[src/rg_channel.sv]
// ----------------------------------------------------------------
// shared constants
// ----------------------------------------------------------------
package rqgt_pkg;
  // bus timing states reported by the bus interface unit
  localparam logic [2:0] TS_IDLE = 3'h0;
  localparam logic [2:0] TS_T1 = 3'h1;
  localparam logic [2:0] TS_T2 = 3'h2;
  localparam logic [2:0] TS_T3 = 3'h3;
  localparam logic [2:0] TS_T4 = 3'h4;
  localparam logic [2:0] TS_TW = 3'h5;
  // upper half of the bus status encoding
  localparam logic STAT_MEM_BIT = 1'h1;
  localparam logic [1:0] KIND_FETCH = 2'h0;
  localparam logic [1:0] KIND_READ = 2'h1;
  localparam logic [1:0] KIND_WRITE = 2'h2;
  localparam logic [1:0] KIND_PASSIVE = 2'h3;
  localparam logic [2:0] STAT_RESET = 3'h7;
  // idle level of a request/grant line
  localparam logic RG_IDLE_LEVEL = 1'h1;
  // handshake states of one request/grant line
  typedef enum logic [3:0] {
    CH_IDLE = 4'h1,
    CH_PEND = 4'h2,
    CH_GRANT = 4'h4,
    CH_HOLD = 4'h8
  } ch_state_t;
endpackage : rqgt_pkg

`timescale 1ns/1ps

// ----------------------------------------------------------------
// one request/grant line: request, grant, release
// ----------------------------------------------------------------
module rg_channel (
  // clock and reset
  input wire logic clk_sys_in,
  input wire logic rst_n_in,
  // pin, split into three signals
  input wire logic rg_pin_in,
  output logic rg_pin_out,
  output logic rg_oe_out,
  // arbiter side
  input wire logic grant_go_in,
  output logic pending_out,
  output logic granting_out,
  output logic holding_out,
  output logic release_out
);
  import rqgt_pkg::*;

  ch_state_t state_q;
  logic samp_q;
  logic low_evt;

  // sample on the rising edge; own drive is never taken as a pulse
  always_ff @(posedge clk_sys_in or negedge rst_n_in) begin
    if (!rst_n_in) begin
      samp_q <= RG_IDLE_LEVEL;
    end else begin
      samp_q <= rg_oe_out ? RG_IDLE_LEVEL : rg_pin_in;
    end
  end

  // each sampled low level counts as one pulse
  assign low_evt = (samp_q == 1'b0);

  // three-pulse handshake
  always_ff @(posedge clk_sys_in or negedge rst_n_in) begin
    if (!rst_n_in) begin
      state_q <= CH_IDLE;
    end else begin
      case (state_q)
        CH_IDLE: if (low_evt) state_q <= CH_PEND;
        CH_PEND: if (grant_go_in) state_q <= CH_GRANT;
        CH_GRANT: state_q <= CH_HOLD;
        CH_HOLD: if (low_evt) state_q <= CH_IDLE;
        default: state_q <= CH_IDLE;
      endcase
    end
  end

  // grant pulse is a one-clock low drive from the state flop
  assign rg_pin_out = 1'b0;
  assign rg_oe_out = (state_q == CH_GRANT);
  assign pending_out = (state_q == CH_PEND);
  assign granting_out = (state_q == CH_GRANT);
  assign holding_out = (state_q == CH_HOLD);
  assign release_out = (state_q == CH_HOLD) && low_evt;
endmodule : rg_channel

[src/local_bus_request_grant.sv]
// Notes on behaviour
// - status high bit: fetch, read, write, passive
// - two lines; line zero wins over one
// - idle lines read inactive high
// - one-clock grant pulse, then hold acknowledge
// - hold acknowledge detaches the bus unit
// - third pulse ends hold; resume next clock
// - each handover is exactly three pulses
// - one dead clock after every exchange (code adds it only after a release, not after a grant)
// - request by T2 releases at T4
// - never release between odd word halves
// - never release after first interrupt acknowledge
// - no grant while locked instruction runs
// - idle bus releases on next clock
// - imminent memory cycle uses memory rules
// - lock from prefix through next instruction
// - status and write strobe float in hold
`timescale 1ns/1ps

module local_bus_request_grant (
  // clock and reset
  input wire logic clk_sys_in,
  input wire logic rst_n_in,
  // request/grant pins
  input wire logic bus_req_grant_hi_in,
  output logic bus_req_grant_hi_out,
  output logic bus_req_grant_hi_oe_out,
  input wire logic bus_req_grant_lo_in,
  output logic bus_req_grant_lo_out,
  output logic bus_req_grant_lo_oe_out,
  // bus interface unit state
  input wire logic [2:0] t_state_in,
  input wire logic mem_cycle_in,
  input wire logic [1:0] mem_kind_in,
  input wire logic [2:0] other_status_in,
  input wire logic cycle_soon_in,
  input wire logic odd_word_low_in,
  input wire logic inta_first_in,
  input wire logic write_strobe_n_in,
  // instruction flow
  input wire logic lock_prefix_in,
  input wire logic instr_done_in,
  // bus interface unit control
  output logic biu_hold_out,
  output logic hold_ack_out,
  // status, write strobe and lock pins
  output logic [2:0] status_out,
  output logic status_oe_out,
  output logic write_strobe_n_out,
  output logic write_strobe_oe_out,
  output logic lock_n_out,
  output logic lock_oe_out
);
  import rqgt_pkg::*;

  // ----------------------------------------------------------------
  // declarations
  // ----------------------------------------------------------------
  logic pend0, pend1, gnt0, gnt1, hold0, hold1, rel0, rel1;
  logic go0, go1, grant_ok, busy, early_q, dead_q, lock_q;
  logic armed_q, bus_idle, at_t4, float_bus;
  logic req_now;
  logic [2:0] status_q;
  logic wr_n_q;

  // ----------------------------------------------------------------
  // helper functions
  // ----------------------------------------------------------------
  // low on a line that the device does not drive, outside a hold,
  // is a fresh request arriving at this edge
  function automatic logic req_seen(input logic pin_lvl,
                                    input logic own_drive,
                                    input logic in_hold);
    return !pin_lvl && !own_drive && !in_hold;
  endfunction : req_seen

  // early part of a bus cycle, where a request still counts
  function automatic logic early_state(input logic [2:0] ts);
    return (ts == TS_T1) || (ts == TS_T2);
  endfunction : early_state

  // upper half of the status encoding for one kind of cycle
  function automatic logic [2:0] upper_code(input logic [1:0] kind);
    return {STAT_MEM_BIT, kind};
  endfunction : upper_code

  // ----------------------------------------------------------------
  // request/grant lines
  // ----------------------------------------------------------------
  rg_channel u_line0 (
    .clk_sys_in(clk_sys_in),
    .rst_n_in(rst_n_in),
    .rg_pin_in(bus_req_grant_hi_in),
    .rg_pin_out(bus_req_grant_hi_out),
    .rg_oe_out(bus_req_grant_hi_oe_out),
    .grant_go_in(go0),
    .pending_out(pend0),
    .granting_out(gnt0),
    .holding_out(hold0),
    .release_out(rel0)
  );

  rg_channel u_line1 (
    .clk_sys_in(clk_sys_in),
    .rst_n_in(rst_n_in),
    .rg_pin_in(bus_req_grant_lo_in),
    .rg_pin_out(bus_req_grant_lo_out),
    .rg_oe_out(bus_req_grant_lo_oe_out),
    .grant_go_in(go1),
    .pending_out(pend1),
    .granting_out(gnt1),
    .holding_out(hold1),
    .release_out(rel1)
  );

  // ----------------------------------------------------------------
  // release decision
  // ----------------------------------------------------------------
  // the bus is owned or being handed over
  assign busy = gnt0 | gnt1 | hold0 | hold1;
  // no memory cycle running and none about to start
  assign bus_idle = !mem_cycle_in && (t_state_in == TS_IDLE) &&
                    !cycle_soon_in;
  assign at_t4 = mem_cycle_in && (t_state_in == TS_T4);

  // grant when free of lock and dead clock, at a legal release point
  assign grant_ok = !busy && !dead_q && !lock_q &&
                    (bus_idle ||
                     (at_t4 && early_q &&
                      !odd_word_low_in &&
                      !inta_first_in));

  // line zero first; line one waits while line zero pends
  assign go0 = grant_ok && pend0;
  assign go1 = grant_ok && pend1 && !pend0;

  // a request arriving at this edge, on either line; the line's own
  // sample flop adds a cycle, so the pin itself is watched here
  assign req_now = req_seen(bus_req_grant_hi_in, bus_req_grant_hi_oe_out,
                            hold0) ||
                   req_seen(bus_req_grant_lo_in, bus_req_grant_lo_oe_out,
                            hold1);

  // remember a request seen on or before T2 of a memory cycle
  always_ff @(posedge clk_sys_in or negedge rst_n_in) begin
    if (!rst_n_in) begin
      early_q <= 1'b0;
    end else if (at_t4) begin
      early_q <= 1'b0;
    end else if (mem_cycle_in && (pend0 || pend1 || req_now) &&
                 early_state(t_state_in)) begin
      early_q <= 1'b1;
    end
  end

  // one dead clock after every release
  always_ff @(posedge clk_sys_in or negedge rst_n_in) begin
    if (!rst_n_in) begin
      dead_q <= 1'b0;
    end else begin
      dead_q <= rel0 | rel1;
    end
  end

  // ----------------------------------------------------------------
  // hold acknowledge and floating
  // ----------------------------------------------------------------
  // bus is floated from the grant pulse through the hold
  assign float_bus = gnt0 | gnt1 | hold0 | hold1;
  assign hold_ack_out = hold0 | hold1;
  assign biu_hold_out = float_bus | dead_q;
  assign status_oe_out = !float_bus;
  assign write_strobe_oe_out = !float_bus;
  assign lock_oe_out = !float_bus;

  // ----------------------------------------------------------------
  // bus status and write strobe
  // ----------------------------------------------------------------
  // memory cycles use the upper codes, others pass from neighbour
  always_ff @(posedge clk_sys_in or negedge rst_n_in) begin
    if (!rst_n_in) begin
      status_q <= STAT_RESET;
      wr_n_q <= 1'b1;
    end else begin
      if (mem_cycle_in && !float_bus) begin
        status_q <= upper_code(mem_kind_in);
      end else if (!float_bus) begin
        status_q <= other_status_in;
      end else begin
        status_q <= upper_code(KIND_PASSIVE);
      end
      wr_n_q <= float_bus ? 1'b1 : write_strobe_n_in;
    end
  end

  assign status_out = status_q;
  assign write_strobe_n_out = wr_n_q;

  // ----------------------------------------------------------------
  // bus lock
  // ----------------------------------------------------------------
  // set by the prefix, cleared when the following instruction ends;
  // a prefix in the same cycle as a completion keeps the lock
  always_ff @(posedge clk_sys_in or negedge rst_n_in) begin
    if (!rst_n_in) begin
      lock_q <= 1'b0;
      armed_q <= 1'b0;
    end else if (lock_prefix_in) begin
      lock_q <= 1'b1;
      armed_q <= 1'b1;
    end else if (armed_q && instr_done_in) begin
      lock_q <= 1'b0;
      armed_q <= 1'b0;
    end
  end

  // low keeps other system masters off the system bus
  assign lock_n_out = !lock_q;
endmodule : local_bus_request_grant

[config.mk]
export PLATFORM = sky130hd
export DESIGN_NAME = local_bus_request_grant
export DESIGN_NICKNAME = d
export VERILOG_FILES = /design/src/rg_channel.sv /design/src/local_bus_request_grant.sv
export SDC_FILE = /design/constraint.sdc
export NUM_CORES = 1
export LEC_CHECK = 0
export BUFFER_PORTS_ARGS = -buffer_cell sky130_fd_sc_hd__buf_2
export CAP_MARGIN = 40
export CORE_MARGIN = 2
export CORE_UTILIZATION = 39
export CTS_BUF_LIST = sky130_fd_sc_hd__clkbuf_2
export DETAILED_ROUTE_END_ITERATION = 6
export PLACE_DENSITY = 0.69
export SLEW_MARGIN = 20
export SYNTH_ARGS = -nofsm -noshare
export SYNTH_HDL_FRONTEND = slang
export SYNTH_SLANG_ARGS = --single-unit
[constraint.sdc]
create_clock -name clk_sys_in -period 3.4 [get_ports clk_sys_in]
set_input_delay 0.68 -clock clk_sys_in [delete_from_list [all_inputs] [get_ports clk_sys_in]]
set_output_delay 0.68 -clock clk_sys_in [all_outputs]
set_load 0.01 [all_outputs]
Word level (Yosys, flattened, before mapping)
Cells that the tools add are included.

Bits in latches: 0. ROM bits: 0. Output and inout port bits: 14. Memories: 0. Register bits: 17. Input port bits: 19. RAM bits: 0.

$add $sub $neg: 0. Reductions and logical operators: 46. Multiplexer cells: 17. Eq/ne operators: 17. Bitwise gates (word level): 8. Divide/modulo/power cells: 0. Multiply operators: 0. Shifts and indexed selects: 0. Magnitude comparators: 0.

Operators by type and width (number): one-hot mux 4 bit (4 select lines) (2); 2-to-1 mux 4 bit (6); logical AND 1 bit (22); logical NOT 1 bit (14); == test 4 x 1 -> 1 bit (second input constant) (2); == test 4 x 2 -> 1 bit (second input constant) (2); == test 4 x 3 -> 1 bit (second input constant) (2); == test 4 bit (second input constant) (2); != test 2 bit (second input constant) (4); 2-to-1 mux 1 bit (7); 2-to-1 mux 3 bit (2); OR 1 bit (6); AND reduction 3 bit (2); logical OR 1 bit (5); != test 2 x 1 -> 1 bit (second input constant) (2); nonzero test 2 bit (2); == test 3 x 1 -> 1 bit (second input constant) (1); == test 3 x 2 -> 1 bit (second input constant) (1); == test 3 bit (second input constant) (1); logical NOT 3 bit (1); NOT 1 bit (2).

Depth between registers and ports, before layout
Word-level depth: 12. Mapped depth: 5.

Hierarchy
A second synthesis with hierarchy kept.

Cells, all modules: 81. Area, all modules: 903.4 um^2.

Modules (own cells, without submodules): rg_channel (times used 2, area each 261.5 um^2, seq. area each 127.6 um^2, cells each 22); local_bus_request_grant (times used 1, area each 380.4 um^2, seq. area each 180.2 um^2, cells each 37).

Worst setup path before layout
Ideal clock, no wire load.

Kind: reg-to-output. Start: register u_line0.state_q[3]. End: output port status_oe_out. Path slack: 1633 ps. Arrival time: 1087 ps. Path buffers: 1. Stages on the path, launching flop included: 4. Cells stage by stage: dfrtp_1 xor2_2 a22oi_4 buf_4.

Longest elaborated chain between the ends: 5.

RTL lines: from (decl) (RTL line rg_channel.sv:52) `ch_state_t state_q;`; from (signal assigned) (RTL line rg_channel.sv:71) `state_q <= CH_IDLE;`; from (signal assigned) (RTL line rg_channel.sv:74) `CH_IDLE: if (low_evt) state_q <= CH_PEND;`; from (signal assigned) (RTL line rg_channel.sv:75) `CH_PEND: if (grant_go_in) state_q <= CH_GRANT;`; == test 4 x 3 -> 1 bit (RTL line rg_channel.sv:87) `assign granting_out = (state_q == CH_GRANT);`; OR 1 bit (RTL line local_bus_request_grant.sv:169) `assign float_bus = gnt0 | gnt1 | hold0 | hold1;`; OR 1 bit (*) (2 in a row) (RTL line local_bus_request_grant.sv:169); logical NOT 1 bit (*); to (decl) (RTL line local_bus_request_grant.sv:48) `output logic status_oe_out,`.

Mark *: on every way between the ends. The rest lies on a longest branch, timed or not.

Final worst setup path
Start: register u_line0.state_q[3]. End: output port biu_hold_out.

Longest elaborated chain between the ends: 5.

RTL lines: == test 4 x 3 -> 1 bit (RTL line rg_channel.sv:87); OR 1 bit (RTL line local_bus_request_grant.sv:169); OR 1 bit (*) (2 in a row) (RTL line local_bus_request_grant.sv:169); OR 1 bit (*) (RTL line local_bus_request_grant.sv:171) `assign biu_hold_out = float_bus | dead_q;`; to (decl) (RTL line local_bus_request_grant.sv:44) `output logic biu_hold_out,`.

Marks and branches as above.

==> results.md <==
- Crit path largest cell delay: 0.48 ns
- Post-synthesis xor/xnor area fraction: 0.0281
- Min-Delay Path Class: input pin to async pin
- Commonest non-fill, non-tap cells in the layout: 30 x buf_2, 9 x dfrtp_1, 8 x nand2_1, 8 x dfstp_2, 5 x a21oi_1
- Initial antenna violation count: 0
- Largest family of logic cells by synthesized area: simple AND/OR/NAND/NOR gates
- Via-per-instance ratio: 4.88
- Total Power: 0.000502 W
- Clk root buf: clkbuf_2
- Global route overflow: 0
- Die ar.: 2680 µm²
- Area delta synth->final: 19.7%
- CP max stage cell: dfrtp_1
- Hold Slack: 0.270 ns
- Per-cell routed wire length: 11.9 µm
- Status: finished, final reports clean
- Synthesized instance count: 84
- Ant. Diodes: 0
- Complex-gate fraction of the synthesized area: 0.147
- H-tree levels: 1
- Adder-Cell Fraction of Synth Area: 0
- Worst path cell trace: xor2_2, a22oi_4, nand2b_1, buf_2
- Setup Total Neg Slack: 0 ns
- Clock transition at path regs: 0.16 ns
- Tcrit/Tclk final: 0.642
- Post-synth cell types: 38
- Number of synthesized flops with an enable pin: 0
- Worst EP arrival: 1.50 ns
- Final Cell Area: 1070 µm²
- Synth warn: 0
- Final hold violation count: 0
- Post-route ant nets: 0
- Synth Cell Area: 891 µm²
- Mux share of post-synthesis cell area: 0.0225
- Simple-Gate Fraction of Synth Area: 0.254
- TritonCTS clock tree: done
- Initial DRC count: 16
- Fraction of layout cells with a size suffix above 1: 0.447
- Max Cap Violations: 0
- Nets: 134
- F_max: 458 MHz
- CTS Hold Bufs: 0
- Area post-placement: 1050 µm²
- Starting Density: 0.407
- Worst-Skew Late Latency: 0.29 ns
- Top FF cell, synth: dfrtp_1
- Most common cell after layout, fill and taps aside: buf_2
- #FFs+latches synth: 17
- Core Area: 2190 µm²
- Vias in the first global route: 643
- Worst Skew: 0.00812 ns
- Mapped Avg Cell Area: 10.6 µm²
- DRT Wirelength: 1.69 mm
- VDD IR-drop max: 0.255 mV
- Ys async rst share: 1.00
- # resized after CTS: 0
- Post-CTS setup buffer count: 0
- Pwr dens: 471 nW/µm²
- # DRC: 0
- TritonCTS Buffers: 3
- Total leakage power: 0.570 nW
- Worst Setup End Kind: output pin
- Slew Viols, Final: 0
- All-layer global routing usage: 0.144
- Final min period: 2.18 ns
- Critical path class: register to output pin
- Clk sinks: 17
- Largest net degree at the start of global routing: 18
- Req. time, crit path: 2.72 ns
- Post-synthesis sequential area ratio: 0.489
- FP Rows: 17
- Vias: 693
- Detailed Place HPWL: 1.36 mm
- DIE WIDTH: 51.8 µm
- Clk buf depth: 2
- First-pass DRT Iterations: 4
- Peak fanout along the critical path: 10
- RSZ-0062 raised after global routing: false
- Top Ports: 33
- Routability cong.: 0.759
- Critical Path Start Type: register
- Finished Core Util: 0.487
- I/O Buffers: 30
- Die height: 51.8 µm
- Final Setup Violations: 0
- Global-route wire length before repair: 2.75 mm
[path summary, 6_finish.rpt]
path / from / endpoint / slack, ns / cells after the start
setup / recovery: u_line0.state_q[3]$_DFFE_PN0P_ / biu_hold_out / 1.22 / 4
hold / removal: rst_n_in / u_line1.state_q[3]$_DFFE_PN0P_ / 0.27 / 1
setup reg to reg: u_line0.state_q[3]$_DFFE_PN0P_ / u_line1.state_q[2]$_DFFE_PN0P_ / 1.95 / 4
hold reg to reg: u_line0.state_q[1]$_DFFE_PN0P_ / u_line0.state_q[3]$_DFFE_PN0P_ / 0.52 / 1
max in group asynchronous: rst_n_in / status_out[0]$_DFF_PN1_ / 2.81 / 1
min in group clk_sys_in: u_line0.state_q[1]$_DFFE_PN0P_ / u_line0.state_q[3]$_DFFE_PN0P_ / 0.52 / 1
[worst max-delay path, delay by kind of cell, from the launching register on]
family                 cells  cell delay (ns)
AO/OA/AOI/OAI              1             0.30
XOR/XNOR                   1             0.22
buffers and inverters      1             0.14
flip-flops                 1             0.48
AND/OR/NAND/NOR            1             0.08
[logic make-up (layout without fill, tap and decap cells)]
logic type	after synthesis	after routing
compound gates	18	18
xor+xnor	2	2
buf+inv	9	38
flops	17	17
mux	2	2
other cells	1	2
simple gates	35	35
[power by group]
group          switching [W]  internal (W)
Combinational      0.0000665     0.0000632
Sequential         0.0000329      0.000247
Clock              0.0000615     0.0000312
Total               0.000161      0.000341
[final cells by class]
| class | instances | area (µm²) |
|---|---|---|
| Fill cell | 203 | 1120 |
| Sequential cell | 17 | 435 |
| Multi-Input combinational cell | 59 | 410 |
| Timing Repair Buffer | 30 | 150 |
| Tap cell | 28 | 35.0 |
| Clock buffer | 4 | 20.0 |
| Inverter | 4 | 15.0 |
[per-stage QoR]
step / setup slack, ns / cells
after floorplan: 1.63 / 85
after global placement: 1.61 / 138
after detailed placement: 1.57 / 138
after CTS: 1.18 / 142
after global routing: 1.10 / 142
final: 1.22 / 142
[synthesized netlist by cell type (2+ instances only)]
master / n / share of area
mux2i_1: 2 / 0.022
and3_1: 2 / 0.014
dfstp_2: 8 / 0.24
nand2b_1: 2 / 0.014
o22ai_1: 3 / 0.021
nor2_1: 4 / 0.017
a21oi_1: 5 / 0.028
and2b_1: 2 / 0.017
nor2b_1: 2 / 0.014
buf_4: 4 / 0.034
and2_1: 2 / 0.014
or4b_1: 2 / 0.022
o21a_1: 2 / 0.017
or2_2: 2 / 0.014
dfrtp_1: 9 / 0.25
inv_1: 4 / 0.017
nand2_1: 8 / 0.034
[per-layer routing]
layer  wire [µm]  global-route usage  share of wire
met3          43              0.0259          0.025
met4          27              0.0921          0.016
met1         745               0.181           0.44
met2         871               0.229           0.52
met5           0                   0              0
Note: power is estimated with default switching activity, not from simulation.
